`src/rtl/bios_shadow_pkg.sv`:
```
package bios_shadow_pkg;

  // ****************************************************************
  // Register map (byte offsets in configuration space)
  // ****************************************************************
  localparam logic [7:0] ATTR_D8_OFFSET = 8'h94;  // Segments 0D8000-0DFFFF
  localparam logic [7:0] ATTR_E0_OFFSET = 8'h95;  // Segments 0E0000-0E7FFF
  localparam logic [7:0] ATTR_RESET     = 8'h00;  // Both fields reset to 00
  localparam logic [7:0] ATTR_RW_MASK   = 8'h33;  // Bits 7:6 and 3:2 reserved

  // ****************************************************************
  // Field layout
  // ****************************************************************
  localparam int UPPER_ATTR_LSB = 4;              // upper_segment_attr, bits 5:4
  localparam int LOWER_ATTR_LSB = 0;              // lower_segment_attr, bits 1:0

  // ****************************************************************
  // Attribute encodings
  // ****************************************************************
  localparam logic [1:0] ATTR_LINK_ONLY  = 2'h0;  // Everything to downstream_link
  localparam logic [1:0] ATTR_READ_DRAM  = 2'h1;  // Reads DRAM, writes link
  localparam logic [1:0] ATTR_WRITE_DRAM = 2'h2;  // Writes DRAM, reads link
  localparam logic [1:0] ATTR_ALL_DRAM   = 2'h3;  // Normal memory

  // ****************************************************************
  // Governed segments, 16 KB each
  // ****************************************************************
  localparam int SEG_SIZE_BITS = 14;              // 16 KB granule
  localparam logic [31:0] SEG_D8_BASE = 32'h000D_8000;
  localparam logic [31:0] SEG_DC_BASE = 32'h000D_C000;
  localparam logic [31:0] SEG_E0_BASE = 32'h000E_0000;
  localparam logic [31:0] SEG_E4_BASE = 32'h000E_4000;

  // Segment index as produced by the segment decoder
  typedef enum logic [3:0] {
    SEG_D8 = 4'h1,
    SEG_DC = 4'h2,
    SEG_E0 = 4'h4,
    SEG_E4 = 4'h8
  } seg_onehot_t;

  // ****************************************************************
  // Carriers
  // ****************************************************************
  typedef struct packed {
    logic       wr;      // Write strobe
    logic       rd;      // Read strobe
    logic [7:0] offset;  // Byte offset
    logic [7:0] wdata;   // Write data
  } cfg_req_t;

  typedef struct packed {
    logic        valid;     // Cycle present
    logic        write;     // 1 write, 0 read
    logic        dflt_dram; // Routing chosen elsewhere for ungoverned space
    logic [31:0] addr;      // Byte address
  } host_cyc_t;

  typedef struct packed {
    logic        valid;     // Routed cycle present
    logic        write;     // Direction of the cycle
    logic        to_dram;   // Serviced by DRAM
    logic        to_link;   // Forwarded on downstream_link
    logic        governed;  // Hit one of the four segments
    logic [1:0]  field;     // Attribute that decided it
    logic [31:0] addr;      // Address passed through
  } route_t;

endpackage

```
`src/rtl/segment_decoder.sv`:
```
`timescale 1ns/100ps

// Combinational lookup of the governing segment and its attribute field
module segment_decoder (
  input  wire logic [31:0] addr_in,
  input  wire logic [7:0]  attr_d8_in,
  input  wire logic [7:0]  attr_e0_in,
  output logic             hit_out,
  output logic [3:0]       seg_out,
  output logic [1:0]       field_out
);

  // ****************************************************************
  // Segment match
  // ****************************************************************
  logic [31:0] granule;  // Address rounded down to 16 KB

  // Compare whole granules so the low bits never matter
  always_comb begin
    granule = {addr_in[31:bios_shadow_pkg::SEG_SIZE_BITS], {bios_shadow_pkg::SEG_SIZE_BITS{1'b0}}};
    seg_out = 4'h0;
    if (granule == bios_shadow_pkg::SEG_D8_BASE) begin
      seg_out = bios_shadow_pkg::SEG_D8;
    end else if (granule == bios_shadow_pkg::SEG_DC_BASE) begin
      seg_out = bios_shadow_pkg::SEG_DC;
    end else if (granule == bios_shadow_pkg::SEG_E0_BASE) begin
      seg_out = bios_shadow_pkg::SEG_E0;
    end else if (granule == bios_shadow_pkg::SEG_E4_BASE) begin
      seg_out = bios_shadow_pkg::SEG_E4;
    end
  end

  // ****************************************************************
  // Field selection
  // ****************************************************************
  // Pick the field that governs the matched segment
  always_comb begin
    hit_out   = (seg_out != 4'h0);
    field_out = bios_shadow_pkg::ATTR_LINK_ONLY;
    unique case (seg_out)
      bios_shadow_pkg::SEG_DC: begin
        field_out = attr_d8_in[bios_shadow_pkg::UPPER_ATTR_LSB +: 2]; // RULE1
      end
      bios_shadow_pkg::SEG_D8: begin
        field_out = attr_d8_in[bios_shadow_pkg::LOWER_ATTR_LSB +: 2]; // RULE2
      end
      bios_shadow_pkg::SEG_E4: begin
        field_out = attr_e0_in[bios_shadow_pkg::UPPER_ATTR_LSB +: 2]; // RULE3
      end
      bios_shadow_pkg::SEG_E0: begin
        field_out = attr_e0_in[bios_shadow_pkg::LOWER_ATTR_LSB +: 2]; // RULE4
      end
      default: begin
        // No segment: field unused
        field_out = bios_shadow_pkg::ATTR_LINK_ONLY;
      end
    endcase
  end

endmodule

```
`src/rtl/bios_shadow_attribute_map.sv`:
```
`timescale 1ns/100ps

// What this block does
// [RULE1] Segment DC000-DFFFF follows first register bits 5:4
// [RULE2] Segment D8000-DBFFF follows first register bits 1:0
// [RULE3] Segment E4000-E7FFF follows second register bits 5:4
// [RULE4] Segment E0000-E3FFF follows second register bits 1:0
// [RULE5] Field 00 sends everything to the link
// [RULE6] Field 01 reads DRAM, writes link
// [RULE7] Field 10 writes DRAM, reads link
// [RULE8] Field 11 sends everything to DRAM
// [RULE9] Two 8-bit RW registers, fields reset 00
// [RULE10] Reserved bits read zero; other space untouched
module bios_shadow_attribute_map (
  input  wire logic                       clk_sys_in,
  input  wire logic                       reset_in,
  input  wire bios_shadow_pkg::cfg_req_t  cfg_req_in,
  input  wire bios_shadow_pkg::host_cyc_t host_cyc_in,
  output logic [7:0]                      cfg_rdata_out,
  output logic                            cfg_rvalid_out,
  output logic                            cfg_claim_out,
  output bios_shadow_pkg::route_t         route_out
);

  // ****************************************************************
  // Decoding helpers
  // ****************************************************************
  // Pure functions, shared by the logic and the checks;
  // the key checks still compare raw register bits

  // Does this attribute send this direction to DRAM
  function automatic logic dram_for(input logic [1:0] field, input logic write);
    logic r;
    r = 1'b0;
    unique case (field)
      bios_shadow_pkg::ATTR_LINK_ONLY:  r = 1'b0;   // RULE5
      bios_shadow_pkg::ATTR_READ_DRAM:  r = !write; // RULE6
      bios_shadow_pkg::ATTR_WRITE_DRAM: r = write;  // RULE7
      bios_shadow_pkg::ATTR_ALL_DRAM:   r = 1'b1;   // RULE8
    endcase
    return r;
  endfunction

  // Does an offset belong to this block
  function automatic logic is_ours(input logic [7:0] offset);
    return (offset == bios_shadow_pkg::ATTR_D8_OFFSET) || (offset == bios_shadow_pkg::ATTR_E0_OFFSET);
  endfunction

  // ****************************************************************
  // Attribute registers
  // ****************************************************************
  logic [7:0] attr_d8_r;    // bios_segment_attr_d8
  logic [7:0] attr_e0_r;    // bios_segment_attr_e0
  logic [7:0] wdata_masked; // Write data with reserved bits dropped

  // Reserved bits never store, so they always read back zero
  assign wdata_masked = cfg_req_in.wdata & bios_shadow_pkg::ATTR_RW_MASK; // RULE10

  // Byte writes from configuration space
  // A host cycle on the write edge still sees the old map
  always_ff @(posedge clk_sys_in) begin
    if (reset_in) begin
      // Every segment starts closed to DRAM
      attr_d8_r <= bios_shadow_pkg::ATTR_RESET; // RULE9
      attr_e0_r <= bios_shadow_pkg::ATTR_RESET; // RULE9
    end else if (cfg_req_in.wr) begin
      // Only one offset can match, so no priority is needed
      if (cfg_req_in.offset == bios_shadow_pkg::ATTR_D8_OFFSET) begin
        attr_d8_r <= wdata_masked; // RULE9
      end
      if (cfg_req_in.offset == bios_shadow_pkg::ATTR_E0_OFFSET) begin
        attr_e0_r <= wdata_masked; // RULE9
      end
    end
  end

  // ****************************************************************
  // Configuration read port
  // ****************************************************************

  // Read data one cycle after the strobe; unmapped offsets read zero
  // Read data holds until the next read strobe
  always_ff @(posedge clk_sys_in) begin
    if (reset_in) begin
      // Nothing claimed or answered in reset
      cfg_rdata_out  <= 8'h00;
      cfg_rvalid_out <= 1'b0;
      cfg_claim_out  <= 1'b0;
    end else begin
      // Every read is answered, even a foreign offset
      cfg_rvalid_out <= cfg_req_in.rd;
      cfg_claim_out  <= (cfg_req_in.rd || cfg_req_in.wr) && is_ours(cfg_req_in.offset);
      if (cfg_req_in.rd) begin
        if (cfg_req_in.offset == bios_shadow_pkg::ATTR_D8_OFFSET) begin
          cfg_rdata_out <= attr_d8_r & bios_shadow_pkg::ATTR_RW_MASK; // RULE10
        end else if (cfg_req_in.offset == bios_shadow_pkg::ATTR_E0_OFFSET) begin
          cfg_rdata_out <= attr_e0_r & bios_shadow_pkg::ATTR_RW_MASK; // RULE10
        end else begin
          cfg_rdata_out <= 8'h00; // Not ours
        end
      end
    end
  end

  // ****************************************************************
  // Segment lookup
  // ****************************************************************
  // Purely combinational; registered in the steering stage
  logic       seg_hit;   // Cycle falls in a governed segment
  logic [3:0] seg_sel;   // One-hot segment
  logic [1:0] seg_field; // Governing attribute field

  segment_decoder u_segment_decoder (
    .addr_in    (host_cyc_in.addr),
    .attr_d8_in (attr_d8_r),
    .attr_e0_in (attr_e0_r),
    .hit_out    (seg_hit),
    .seg_out    (seg_sel),
    .field_out  (seg_field)
  );

  // ****************************************************************
  // Cycle steering
  // ****************************************************************
  logic steer_dram; // DRAM chosen for the incoming cycle

  // Governed cycles follow the field; others keep the upstream choice
  always_comb begin
    if (seg_hit) begin
      steer_dram = dram_for(seg_field, host_cyc_in.write); // RULE5 RULE6 RULE7 RULE8
    end else begin
      steer_dram = host_cyc_in.dflt_dram; // RULE10
    end
  end

  // One register stage; exactly one target per valid cycle
  // Costs a cycle of latency, buys flop-driven targets
  always_ff @(posedge clk_sys_in) begin
    if (reset_in) begin
      route_out <= '0;
    end else begin
      route_out.valid    <= host_cyc_in.valid;
      route_out.write    <= host_cyc_in.write;
      route_out.addr     <= host_cyc_in.addr;
      route_out.governed <= host_cyc_in.valid && seg_hit;
      route_out.field    <= seg_hit ? seg_field : bios_shadow_pkg::ATTR_LINK_ONLY;
      // Targets stay low on idle cycles so nothing fires spuriously
      route_out.to_dram  <= host_cyc_in.valid && steer_dram;
      route_out.to_link  <= host_cyc_in.valid && !steer_dram;
    end
  end

  // Helper: segment of the incoming cycle by plain range test
  // Bounds written by hand, not taken from the decoder,
  // so a wrong base in either place shows
  logic in_dc;
  logic in_d8;
  logic in_e4;
  logic in_e0;
  assign in_dc = (host_cyc_in.addr >= 32'h000D_C000) && (host_cyc_in.addr <= 32'h000D_FFFF);
  assign in_d8 = (host_cyc_in.addr >= 32'h000D_8000) && (host_cyc_in.addr <= 32'h000D_BFFF);
  assign in_e4 = (host_cyc_in.addr >= 32'h000E_4000) && (host_cyc_in.addr <= 32'h000E_7FFF);
  assign in_e0 = (host_cyc_in.addr >= 32'h000E_0000) && (host_cyc_in.addr <= 32'h000E_3FFF);

  // Helper: a strobe aimed at one of our two offsets
  logic cfg_own_access;
  assign cfg_own_access = (cfg_req_in.rd || cfg_req_in.wr) &&
                          (cfg_req_in.offset == 8'h94 || cfg_req_in.offset == 8'h95);
endmodule

```
`config.mk`:
```
export PLATFORM = sky130hd
export DESIGN_NAME = bios_shadow_attribute_map
export DESIGN_NICKNAME = d
export VERILOG_FILES = /design/src/rtl/bios_shadow_pkg.sv /design/src/rtl/segment_decoder.sv /design/src/rtl/bios_shadow_attribute_map.sv
export SDC_FILE = /design/constraint.sdc
export NUM_CORES = 1
export LEC_CHECK = 0
export ABC_AREA = 1
export BUFFER_PORTS_ARGS = -buffer_cell sky130_fd_sc_hd__buf_2
export CAP_MARGIN = 20
export CORE_ASPECT_RATIO = 0.7
export CORE_UTILIZATION = 40
export DETAILED_ROUTE_END_ITERATION = 10
export GPL_TIMING_DRIVEN = 0
export PLACE_DENSITY = 0.78
export SLEW_MARGIN = 0
export SYNTH_ARGS = -nofsm -noshare
export SYNTH_HDL_FRONTEND = slang
export SYNTH_SLANG_ARGS = --single-unit
```
`constraint.sdc`:
```
create_clock -name clk_sys_in -period 0.99 [get_ports clk_sys_in]
set_input_delay 0.099 -clock clk_sys_in [delete_from_list [all_inputs] [get_ports clk_sys_in]]
set_output_delay 0.099 -clock clk_sys_in [all_outputs]
set_load 0.02 [all_outputs]
```
## Word-level counts from Yosys, hierarchy flattened

Cells that the tools add are included.

- Register bits: 57
- Bits of input ports: 55
- Output and inout bits: 49
- Word-level logic and storage cells: 48

- Equality and inequality tests: 13
- Muxes and demuxes: 9
- Bitwise logic cells: 1
- Reduce and logical (&&, ||, !) cells: 13

Operator list:

| operator | number |
|---|---|
| 18-bit by 6-bit == test with 1-bit output (second input constant) | 4 |
| 8-bit == test (second input constant) | 2 |
| 4-bit two-way mux | 4 |
| 6-bit two-way mux | 2 |
| 2-bit case mux with 4 select lines | 1 |
| 2-bit == test (second input constant) | 2 |
| 4-bit by 1-bit == test with 1-bit output (second input constant) | 1 |
| 4-bit by 2-bit == test with 1-bit output (second input constant) | 1 |
| 4-bit by 3-bit == test with 1-bit output (second input constant) | 1 |
| 4-bit == test (second input constant) | 1 |
| 1-bit logical AND | 4 |
| 1-bit case mux with 4 select lines | 1 |
| 2-bit AND reduction | 2 |
| 4-bit nonzero test | 1 |
| 2-bit by 1-bit == test with 1-bit output (second input constant) | 1 |
| 1-bit zero test | 2 |
| 2-bit zero test | 1 |
| 1-bit logical OR | 2 |
| 2-bit OR reduction | 1 |
| 1-bit two-way mux | 1 |
| 1-bit NOT | 1 |

## Depth between registers and ports, before layout

Gate-level depths: netlist of the first run.

- Depth in word-level cells: 12
- Mapped depth: 11
- Gate-level depth less buffers: 11

## Modules after synthesis

A second synthesis of the first run with hierarchy kept.

- Cell total of the unflattened synthesis: 279
- Area, all modules: 2,105.8 sq um

By module, submodules not included:

| module | times used | cells each | area an instance (sq um) | sequential area each (sq um) |
|---|---|---|---|---|
| bios_shadow_attribute_map | 1 | 234 | 1,869.3 | 1,061.0 |
| segment_decoder | 1 | 45 | 236.5 | 0.0 |

## Worst setup path after synthesis of the first run

OpenSTA, ideal clock, no wires.

- Path kind: in2reg
- Start point: input port host_cyc_in[25] (netlist bit)
- End point: register route_out[36] (netlist bit)
- Library setup time: 109 ps
- Data arrival time: 931 ps
- Data required time: 881 ps
- Setup slack: -50 ps
- Cell stages on the path: 11
- Buffers on the path: 1
- Cell sequence: nor2_1 nand2_1 nor2_2 buf_6 nand3_1 nand2_1 inv_1 nand4_1 nand3_2 nand2_1 inv_1

- Cells in the longest elaborated chain, start to end: 11
- Elaborated cells between the ends (all ways): 21
- Those cells by class: 11 x eq/ne; 7 x mux; 3 x reduce/logical

Ends and longest elaborated chain:

| element | RTL line | text |
|---|---|---|
| start, declared | bios_shadow_attribute_map.sv:18 | `input wire bios_shadow_pkg::host_cyc_t host_cyc_in,` |
| 18-bit by 6-bit == test with 1-bit output | segment_decoder.sv:28 | `end else if (granule == bios_shadow_pkg::SEG_E4_BASE) begin` |
| 4-bit two-way mux | segment_decoder.sv:28 |  |
| 4-bit two-way mux | segment_decoder.sv:26 | `end else if (granule == bios_shadow_pkg::SEG_E0_BASE) begin` |
| 4-bit two-way mux | segment_decoder.sv:24 | `end else if (granule == bios_shadow_pkg::SEG_DC_BASE) begin` |
| 4-bit two-way mux * | segment_decoder.sv:22 | `if (granule == bios_shadow_pkg::SEG_D8_BASE) begin` |
| 4-bit by 3-bit == test with 1-bit output, or another cell as far along | segment_decoder.sv:40 | `unique case (seg_out)` |
| 2-bit case mux with 4 select lines | segment_decoder.sv:40 |  |
| 2-bit == test, or another cell as far along | bios_shadow_attribute_map.sv:35 | `unique case (field)` |
| 1-bit case mux with 4 select lines | bios_shadow_attribute_map.sv:35 |  |
| 1-bit two-way mux * | bios_shadow_attribute_map.sv:129 | `if (seg_hit) begin` |
| 1-bit logical AND * | bios_shadow_attribute_map.sv:148 | `route_out.to_dram <= host_cyc_in.valid && steer_dram;` |
| end, declared | bios_shadow_attribute_map.sv:22 | `output bios_shadow_pkg::route_t route_out` |

Mark *: on every way between the ends. The rest lies on a longest branch, timed or not.
A chain may end at the register's enable or synchronous reset.

## Final worst setup path of the first run

- Start point: input port host_cyc_in[19] (netlist bit)
- End point: register route_out[33] (netlist bit)

- Cells in the longest elaborated chain, start to end: 8
- Elaborated cells between the ends (all ways): 16
- Those cells by class: 8 x eq/ne; 5 x mux; 1 x bitwise; 2 x reduce/logical

Ends and longest elaborated chain:

| element | RTL line |
|---|---|
| 18-bit by 6-bit == test with 1-bit output | segment_decoder.sv:28 |
| 4-bit two-way mux | segment_decoder.sv:28 |
| 4-bit two-way mux | segment_decoder.sv:26 |
| 4-bit two-way mux | segment_decoder.sv:24 |
| 4-bit two-way mux * | segment_decoder.sv:22 |
| parallel branches: the longest is 3 deep, another holds 4-bit by 3-bit == test with 1-bit output | n/a |

Every way passes the cells marked *.

==> results of run 1 <==
## where the power goes
group	total (mW)	switching [mW]	internal, mW
combinational	0.624	0.365	0.259
sequential	2.24	0.0208	2.22
clock	1.21	0.709	0.503
total	4.07	1.09	2.98
## synth_stat cells
master	instances
dfxtp_1	53
inv_2	3
a41oi_2	2
inv_1	50
buf_4	4
nand2_2	4
nand3_1	12
buf_1	2
o21ai_1	4
nand2_1	15
a21oi_1	9
buf_6	1
o21ai_0	17
nor3_1	2
nor2_1	62
nor3_4	1
nand4_1	11
nor2_2	4
nand3_2	1
buf_2	1
conb_1	1
nor3_2	2
nor4_1	2
clkbuf_1	3
## metal layers
| metal | vias up | part of all wire |
|---|---|---|
| li1 | 1057 | - |
| met1 | 888 | 0.47 |
| met2 | 75 | 0.45 |
| met3 | 2 | 0.084 |
| met4 | 0 | 0.0020 |
| met5 | - | 0 |
## state kept, by name, indices dropped and copies added, names as in the netlist
name and count:
route_out 39, attr_d8_r 4, attr_e0_r 4, cfg_rdata_out 4, cfg_claim_out 1, cfg_rvalid_out 1
## cell type report
type | count | area share
Clock inverter | 3 | 0.007506
Clock buffer | 5 | 0.02294
Buffer | 11 | 0.02252
Multi-Input combinational cell | 152 | 0.2752
Inverter | 53 | 0.06797
Timing Repair Buffer | 112 | 0.2210
Tap cell | 69 | 0.02877
Sequential cell | 53 | 0.3540
## worst reg2reg max path: stages, from the launching register on
cell	delay, ns
dfxtp_1	0.35
nand4_1	0.10
nand2_1	0.05
o21ai_1	0.15
nand3_2	0.10
nand2_1	0.06
inv_1	0.03
## logic make-up (layout without fill, tap and decap cells)
group | after synthesis | count (layout)
buffers and inverters | 64 | 184
flip-flops | 53 | 53
AO/OA/AOI/OAI | 32 | 32
AND/OR/NAND/NOR | 116 | 116
other | 1 | 4
## worst max path at each step
| stage | slack [ns] | end | cells past startpoint | start |
|---|---|---|---|---|
| floorplan | -0.02 | route_out[36] | 11 | host_cyc_in[23] |
| global placement | -0.32 | route_out[33] | 8 | host_cyc_in[27] |
| detailed placement | -0.35 | route_out[33] | 8 | host_cyc_in[15] |
| CTS | -0.004 | attr_e0_r[0] | 5 | cfg_req_in[13] |
| global route | -0.07 | route_out[33] | 9 | host_cyc_in[19] |
| finish | 0.002 | route_out[33] | 9 | host_cyc_in[19] |
## metrics by stage
| step | util | setup WS, ns | power, mW | TNS (ns) |
|---|---|---|---|---|
| floorplan | - | -0.01672 | 2.591 | -0.03212 |
| global placement | 0.5454 | -0.3177 | 2.820 | -8.255 |
| detailed placement | 0.5454 | -0.3483 | 2.831 | -9.116 |
| CTS | 0.5956 | -0.004037 | 4.079 | -0.004037 |
| global route | 0.6172 | -0.06859 | 4.290 | -0.1731 |
| finish | 0.6172 | 0.002055 | 4.074 | 0 |
## repair_timing
item,CTS,global route
gates resized for setup,1,22
hold buffers,14,0
pin swaps,1,5
buffers inserted,1,3
endpoints found under the setup margin,3,32
hold endpoints to repair,14,0
==> impl_metrics.env, run 1 <==
export IMPL_cts_reportedPaths_clkPinSlew_ns=0.09
export IMPL_category_of_the_most_critical_setup_path="input port to register"
export IMPL_power_density_nw_per_um2=1358
export IMPL_wire_per_inst_um=10.89
export IMPL_finalNonFillerCells=458
export IMPL_yosys_area_share_adder=0
export IMPL_crit_path_end_kind="register"
export IMPL_synth_mux_area_fraction=0
export IMPL_hp_start="host_cyc_in[11]"
export IMPL_groute_layer_met3_usage=0.06209
export IMPL_grtUsageTotal=0.1774
export IMPL_layout_commonest_cell="buf_2"
export IMPL_htree_levels=2
export IMPL_synthSimpleGateAreaFrac=0.2621
export IMPL_timing_final_hold_violations=0
export IMPL_initial_antenna_violation_count=0
export IMPL_drt_pass1_iterations=4
export IMPL_grt_remaining_overflow=0
export IMPL_setup_violations=0
export IMPL_regArea_um2=1062
export IMPL_num_io_pins=104
export IMPL_drv_cap=0
export IMPL_dp_final_hpwl_um=3579
export IMPL_rsz_0062_raised_after_global_routing="true"
export IMPL_static_leakage_power_nw=1.542
export IMPL_worstPathCellList="buf_6 -> inv_4 -> nor2_4 -> nand2_4 -> nor3_4 -> o21ai_1 -> nand2_1 -> nand2_2 -> a41oi_2"
export IMPL_routabilityCongestion=0.8527
export IMPL_worst_hold_slack_ns=0.003665
export IMPL_rr_startpoint="attr_e0_r[4]"
export IMPL_placement_io_buffers=94
export IMPL_fp_dieArea_um2=5415
export IMPL_cts_sink_count=53
export IMPL_final_area_um2=3000
export IMPL_die_width_um=87.53
export IMPL_worstPathMaxFanout=7
export IMPL_cell_area_after_synthesis_um2=2048
export IMPL_ctsLongestPathBuffers=2
export IMPL_final_cell_mix="92 x buf_2, 57 x nor2_1, 52 x dfxtp_1, 47 x inv_1, 17 x o21ai_0"
export IMPL_ys_seq_area_frac=0.5180
export IMPL_final_min_period_over_clock_period=0.9979
export IMPL_report_final_slew_viol_count=0
export IMPL_area_growth_synth_to_final_pct=46.49
export IMPL_wirelength_um=4989
export IMPL_num_rows=21
export IMPL_path_delay_family="simple AND/OR/NAND/NOR gates"
export IMPL_drt_iter0_markers=81
export IMPL_min_path_cells=3
export IMPL_yosysWarningCount=0
export IMPL_dr_total_vias=2022
export IMPL_min_path_type="input port to register"
export IMPL_finish_net_count=443
export IMPL_synth_cell_types=24
export IMPL_worst_endpoint_required_ns=1.22
export IMPL_core_um2=4861
export IMPL_r2r_worst_path_cells=6
export IMPL_via_per_inst=4.415
export IMPL_fin_crit_ns=0.9879
export IMPL_grt_met2_usage=0.2969
export IMPL_die_h_um=61.87
export IMPL_share_of_cells_above_drive_strength_1=0.3830
export IMPL_gate_count_of_the_mapped_netlist=266
export IMPL_netlist_top_cell_by_area="dfxtp_1"
export IMPL_global_route_usage_met1=0.2266
export IMPL_worstPathArrival_ns=1.22
export IMPL_multi_input_comb_area_um2=825.8
export IMPL_r2r_setup_slack_ns=0.05
export IMPL_cts_made_buffers=5
export IMPL_global_route_peak_usage_layer="met2"
export IMPL_placed_instance_area_um2=2651
export IMPL_post_synth_cell_area_avg_um2=7.700
export IMPL_antenna_cells_inserted=0
export IMPL_outcome="finished clean"
export IMPL_cpPeakStageDelay_ns=0.32
export IMPL_tritoncts="built"
export IMPL_synth_seq_cells=53
export IMPL_postRouteAntennaNets=0
export IMPL_r2r_end="route_out[36]"
export IMPL_peakVddDrop_v=0.0006067
export IMPL_combinational_family_with_the_most_area_after_synthesis="simple AND/OR/NAND/NOR gates"
export IMPL_fmax_mhz=1012
export IMPL_grt_start_max_net_pins=18
export IMPL_fillerInstances=432
export IMPL_drc=0
export IMPL_synth_compound_gate_area_share=0.08919
export IMPL_critical_path_slowest_cell="nor3_4"
export IMPL_first_global_vias=1652
export IMPL_cts_root_buf="clkbuf_8"
export IMPL_placed_instance_count=432
export IMPL_initial_core_util=0.4214
export IMPL_min_to="route_out[11]"
export IMPL_synth_largest_type_area_fraction=0.5180
export IMPL_synth_xor_area_share=0
export IMPL_crit_buf_inv=2
export IMPL_clock_latency_ns=0.30
export IMPL_worstSetupStartpointType="input port"
export IMPL_ys_top_cells_by_area="dfxtp_1 52%, nor2_1 11%, inv_1 9.2%"
export IMPL_grt_pass1_wl_um=7231
export IMPL_max_clock_skew_ns=0.002302
(Power assumes the default switching activity.)
==> run 2, diff against run 1 <==
==> constraint.sdc (replaced) <==
create_clock -name clk_sys_in -period 0.99 [get_ports clk_sys_in]
set_input_delay 0.198 -clock clk_sys_in [delete_from_list [all_inputs] [get_ports clk_sys_in]]
set_output_delay 0.198 -clock clk_sys_in [all_outputs]
set_load 0.02 [all_outputs]
==> run 2 against run 1 <==
  * The flow now finishes with violations (negative setup slack)
  * Critical path depth fell by 1
  * Fmax decreased by 6.3%
  * First-iteration DRC count increased by 23%
  * Largest power group unchanged
  * Cell area increased by 6.3%
  * Via count is 1.4% higher
  * Sequential power barely moved
==> impl_metrics.env, run 2 (synthesized netlist as in run 1, its figures left out) <==
export IMPL_outcome="finished with violations"
export IMPL_worst_endpoint_required_ns=1.21
export IMPL_worstPathCellList="buf_8 -> nor2_4 -> nand2_2 -> nor3_4 -> o21ai_1 -> nand2_1 -> nand2_2 -> a41oi_2"
export IMPL_crit_top_cell="nand2_2"
export IMPL_finish_net_count=427
export IMPL_wire_per_inst_um=11.99
export IMPL_placed_instance_area_um2=2699
export IMPL_p_int_mw=3.539
export IMPL_area_growth_synth_to_final_pct=55.77
export IMPL_peakVddDrop_v=0.0006712
export IMPL_max_clock_skew_ns=0.007487
export IMPL_cts_root_buf="clkbuf_8"
export IMPL_power_density_nw_per_um2=1457
export IMPL_dp_final_hpwl_um=3628
export IMPL_cts_stage_hold_buffer_count=0
export IMPL_postRouteAntennaNets=0
export IMPL_die_width_um=87.53
export IMPL_crit_buf_inv=1
export IMPL_crit_path_end_kind="register"
export IMPL_placement_io_buffers=94
export IMPL_core_um2=4861
export IMPL_via_per_inst=4.640
export IMPL_layout_core_utilization=0.6564
export IMPL_rsz_0062_raised_after_global_routing="true"
export IMPL_min_path_type="input port to register"
export IMPL_report_final_slew_viol_count=0
export IMPL_failed_checks="negative setup slack"
export IMPL_path_delay_family="simple AND/OR/NAND/NOR gates"
export IMPL_initial_core_util=0.4214
export IMPL_largest_reg_flops=39
export IMPL_static_leakage_power_nw=1.553
export IMPL_worstSetupStartpointType="input port"
export IMPL_r2r_worst_path_cells=6
export IMPL_grt_remaining_overflow=0
export IMPL_setup_violations=3
export IMPL_cpPeakStageDelay_ns=0.32
export IMPL_grt_pass1_wl_um=7017
export IMPL_num_rows=21
export IMPL_clock_latency_ns=0.30
export IMPL_layout_commonest_cell="nor2_1"
export IMPL_drt_iter0_markers=100
export IMPL_critical_path_slowest_cell="nor3_4"
export IMPL_dr_total_vias=2051
export IMPL_drt_pass1_iterations=4
export IMPL_fillerInstances=391
export IMPL_cts_made_buffers=5
export IMPL_grt_start_max_net_pins=17
export IMPL_combPwrFrac=0.149
export IMPL_drv_cap=0
export IMPL_cell_count_along_the_critical_path=8
export IMPL_share_of_cells_above_drive_strength_1=0.4558
export IMPL_htree_levels=2
export IMPL_fin_crit_ns=1.055
export IMPL_worst_setup_margin_ns=-0.06477
export IMPL_initial_antenna_violation_count=0
export IMPL_power_clock_fraction=0.365
export IMPL_worstPathMaxFanout=6
export IMPL_ctsLongestPathBuffers=2
export IMPL_routabilityCongestion=0.8002
export IMPL_category_of_the_most_critical_setup_path="input port to register"
export IMPL_first_global_vias=1581
export IMPL_fp_dieArea_um2=5415
export IMPL_min_path_cells=3
export IMPL_final_area_um2=3191
export IMPL_worstPathArrival_ns=1.28
export IMPL_drc=0
export IMPL_fmax_mhz=948.1
export IMPL_num_io_pins=104
export IMPL_p_sw_mw=1.111
export IMPL_final_min_period_over_clock_period=1.065
export IMPL_cts_sink_count=53
export IMPL_sequential_share_of_power=0.486
export IMPL_tritoncts="built"
export IMPL_wirelength_um=5300
export IMPL_grtUsageTotal=0.1727
export IMPL_timing_final_hold_violations=0
export IMPL_die_h_um=61.87
export IMPL_cts_reportedPaths_clkPinSlew_ns=0.10
export IMPL_switching_share=0.2389
export IMPL_top_register="route_out"
export IMPL_antenna_cells_inserted=0
export IMPL_final_cell_mix="53 x nor2_1, 47 x inv_1, 45 x buf_2, 34 x dfxtp_1, 30 x buf_4"
run 2: cell count changes in the layout (fill, tap and decap cells not counted), moves of 4 or more:
cell           before  now
o21ai_1             3   10
dlygate4sd3_1      14    0
nor2_2              3    7
nor3_4              1    5
buf_4               8   30
buf_2              92   45
nor2_1             57   53
buf_6               3   28
nor3_2              4    0
o21ai_0            17   11
dfxtp_2             1   19
dfxtp_1            52   34
run 2: repair_timing:
item	4_1_cts	5_1_grt
resized for setup	27	93
buffers inserted	2	0
setup endpoints to repair	29	52
pin swaps	11	7
run 2: path summary, 6_finish.rpt:
kind	start	slack (ns)	end
worst max-delay path	host_cyc_in[25]	-0.06	route_out[33]
worst min-delay path	host_cyc_in[10]	0.08	route_out[10]
worst max register to register	attr_e0_r[4]	0.04	route_out[36]
worst min register to register	attr_e0_r[0]	0.52	attr_e0_r[0]
run 2: area by class of cell:
cell class              instances  area [µm²]  share of cell area
well taps                      69       86.33             0.02706
repair buffers                 96       724.4              0.2271
plain buffers                  11       67.56             0.02118
multi-input cells             152       887.1              0.2780
clock buffers                   5       68.82             0.02157
inverters                      53       206.4             0.06471
flip-flops and latches         53        1085              0.3400
clock inverters                 3       65.06             0.02039
run 2: layer usage:
metal / GRT usage / up-vias / routed length, µm
met3: 0.05020 / 4 / 454
li1: - / 1030 / -
met4: 0.07026 / 0 / 44
met1: 0.2268 / 924 / 2309
met5: 0 / - / 0
met2: 0.2723 / 93 / 2490
run 2: power by group through the flow:
stage	clock, mW	sequential [mW]	combinational [mW]
finish	1.70	2.26	0.691
global route	1.82	2.27	0.752
CTS	1.72	2.24	0.595
detailed placement	0	2.29	0.558
global placement	0	2.29	0.552
floorplan	0	2.40	0.197
run 2: worst reg2reg max path, cell delays in order (launching register included):
cell and delay (ns):
dfxtp_1 0.35, nand4_1 0.10, nand2_1 0.07, o21ai_1 0.16, nand3_2 0.09, nand2_1 0.06
inv_1 0.03
run 2: metrics by stage:
step                      power [mW]  hold slack [ns]  setup WS (ns)  setup TNS (ns)  std cells
final                          4.650          0.08443       -0.06477         -0.1265        442
after global routing           4.839          0.08319        -0.1100         -0.4680        442
after CTS                      4.552          0.08646       -0.04441        -0.08602        442
after detailed placement       2.848           0.4032        -0.4164          -11.17        432
after global placement         2.838           0.3970        -0.3828          -10.40        432
after floorplan                2.601           0.2922        -0.1157         -0.4461        269
==> run 3, diff against run 2 <==
==> constraint.sdc (replaced) <==
create_clock -name clk_sys_in -period 0.99 [get_ports clk_sys_in]
set_input_delay 0 -clock clk_sys_in [delete_from_list [all_inputs] [get_ports clk_sys_in]]
set_output_delay 0 -clock clk_sys_in [all_outputs]
set_load 0.02 [all_outputs]
==> run 3 against run 2 <==
  * Via count is 3.6% higher
  * Routed wire length is 2.2% lower
  * Die area stayed put
  * Combinational power is 5.5% lower
  * Highest routed layer unchanged
  * Worst setup slack better by 0.13 ns
  * Power is 0.56% lower
  * The flow now finishes without violations
  * Cell count is 8.4% higher
  * Core utilization is 0.41 points lower
  * Critical path type unchanged
  * Clock power hardly changed
==> impl_metrics.env, run 3 (synthesized netlist as in run 1, its figures left out) <==
export IMPL_layout_commonest_cell="buf_2"
export IMPL_first_global_vias=1826
export IMPL_num_rows=21
export IMPL_category_of_the_most_critical_setup_path="input port to register"
export IMPL_drv_cap=0
export IMPL_worstPathArrival_ns=1.13
export IMPL_area_growth_synth_to_final_pct=54.80
export IMPL_max_clock_skew_ns=0.004721
export IMPL_num_io_pins=104
export IMPL_worst_setup_margin_ns=0.06086
export IMPL_largest_reg_flops=39
export IMPL_dr_total_vias=2124
export IMPL_cts_made_buffers=5
export IMPL_final_min_period_over_clock_period=0.9385
export IMPL_report_final_slew_viol_count=0
export IMPL_rsz_0062_raised_after_global_routing="true"
export IMPL_regArea_um2=1065
export IMPL_grt_pass1_wl_um=7852
export IMPL_min_path_cells=3
export IMPL_outcome="finished clean"
export IMPL_final_cell_mix="95 x buf_2, 61 x nor2_1, 50 x dfxtp_1, 49 x inv_1, 38 x dlygate4sd3_1"
export IMPL_dp_final_hpwl_um=3616
export IMPL_ctsLongestPathBuffers=2
export IMPL_tritoncts="built"
export IMPL_clock_latency_ns=0.31
export IMPL_min_path_type="input port to register"
export IMPL_drt_pass1_iterations=4
export IMPL_worstSetupStartpointType="input port"
export IMPL_multi_input_comb_area_um2=759.5
export IMPL_fmax_mhz=1076
export IMPL_die_h_um=61.87
export IMPL_placement_setup_worst_slack_ns=-0.2725
export IMPL_wirelength_um=5184
export IMPL_drc=0
export IMPL_drt_iter0_markers=59
export IMPL_cts_reportedPaths_clkPinSlew_ns=0.09
export IMPL_via_per_inst=4.434
export IMPL_setup_violations=0
export IMPL_peakVddDrop_v=0.0006364
export IMPL_worst_endpoint_required_ns=1.19
export IMPL_power_density_nw_per_um2=1458
export IMPL_routabilityCongestion=0.8815
export IMPL_initial_antenna_violation_count=0
export IMPL_cts_sink_count=53
export IMPL_finish_net_count=464
export IMPL_die_width_um=87.53
export IMPL_fin_crit_ns=0.9291
export IMPL_grtUsageTotal=0.1906
export IMPL_top_register="route_out"
export IMPL_wire_per_inst_um=10.82
export IMPL_fp_dieArea_um2=5415
export IMPL_share_of_cells_above_drive_strength_1=0.3317
export IMPL_grt_start_max_net_pins=18
export IMPL_crit_path_end_kind="register"
export IMPL_r2r_worst_path_cells=6
export IMPL_grt_remaining_overflow=0
export IMPL_placement_io_buffers=94
export IMPL_cts_root_buf="clkbuf_8"
export IMPL_fillerInstances=427
export IMPL_core_um2=4861
export IMPL_static_leakage_power_nw=1.623
export IMPL_antenna_cells_inserted=0
export IMPL_timing_final_hold_violations=0
export IMPL_htree_levels=2
export IMPL_postRouteAntennaNets=0
export IMPL_worstPathMaxFanout=8
export IMPL_initial_core_util=0.4214
export IMPL_layout_core_utilization=0.6523
run 3: power breakdown:
group          internal (mW)  leakage [nW]  switching [mW]
registers               2.22         0.439          0.0214
logic                  0.296          1.11           0.357
clock network           1.02        0.0687           0.715
run 3: cell type report:
class	instances	share of cell area
Tap cell	69	0.02723
Clock buffer	5	0.02170
Multi-Input combinational cell	152	0.2395
Buffer	11	0.02052
Timing Repair Buffer	133	0.2707
Clock inverter	3	0.02170
Sequential cell	53	0.3358
Inverter	53	0.06275
run 3: final timing paths:
path                                      end           start  slack [ns]
worst max-delay path             attr_e0_r[5]  cfg_req_in[17]        0.06
worst min-delay path             attr_e0_r[0]   cfg_req_in[0]        0.01
worst max register to register  route_out[36]    attr_d8_r[4]        0.06
worst min register to register   attr_e0_r[4]    attr_e0_r[4]        0.51
run 3: critical path, stage by stage:
cell           delay [ns]
dlygate4sd3_1        0.52
buf_2                0.14
nand3_2              0.16
o21ai_0              0.23
a21oi_1              0.06
run 3: repair_timing:
action,4_1_cts,5_1_grt
hold endpoints to repair,42,0
gates resized for setup,0,12
hold buffers,38,0
setup endpoints to repair,0,12
setup buffers,0,1
run 3: stage by stage:
step                hold slack (ns)  area (µm²)  total power, mW  TNS, ns  instances
floorplan                   0.09418        2059            2.585        0        269
global placement             0.1991        2616            2.803   -4.370        432
detailed placement           0.2074        2616            2.816   -5.051        432
CTS                        0.007094        3134            4.657        0        478
global route                0.01798        3171            4.845  -0.1608        479
finish                      0.01274        3171            4.624        0        479
run 3: layer usage:
layer  up-vias  global-route usage  wire length (µm)
li1       1107                   -                 -
met1       934              0.2364              2358
met2        76              0.3393              2462
met3         7             0.04095               328
met4         0             0.06089                35
met5         -                   0                 0
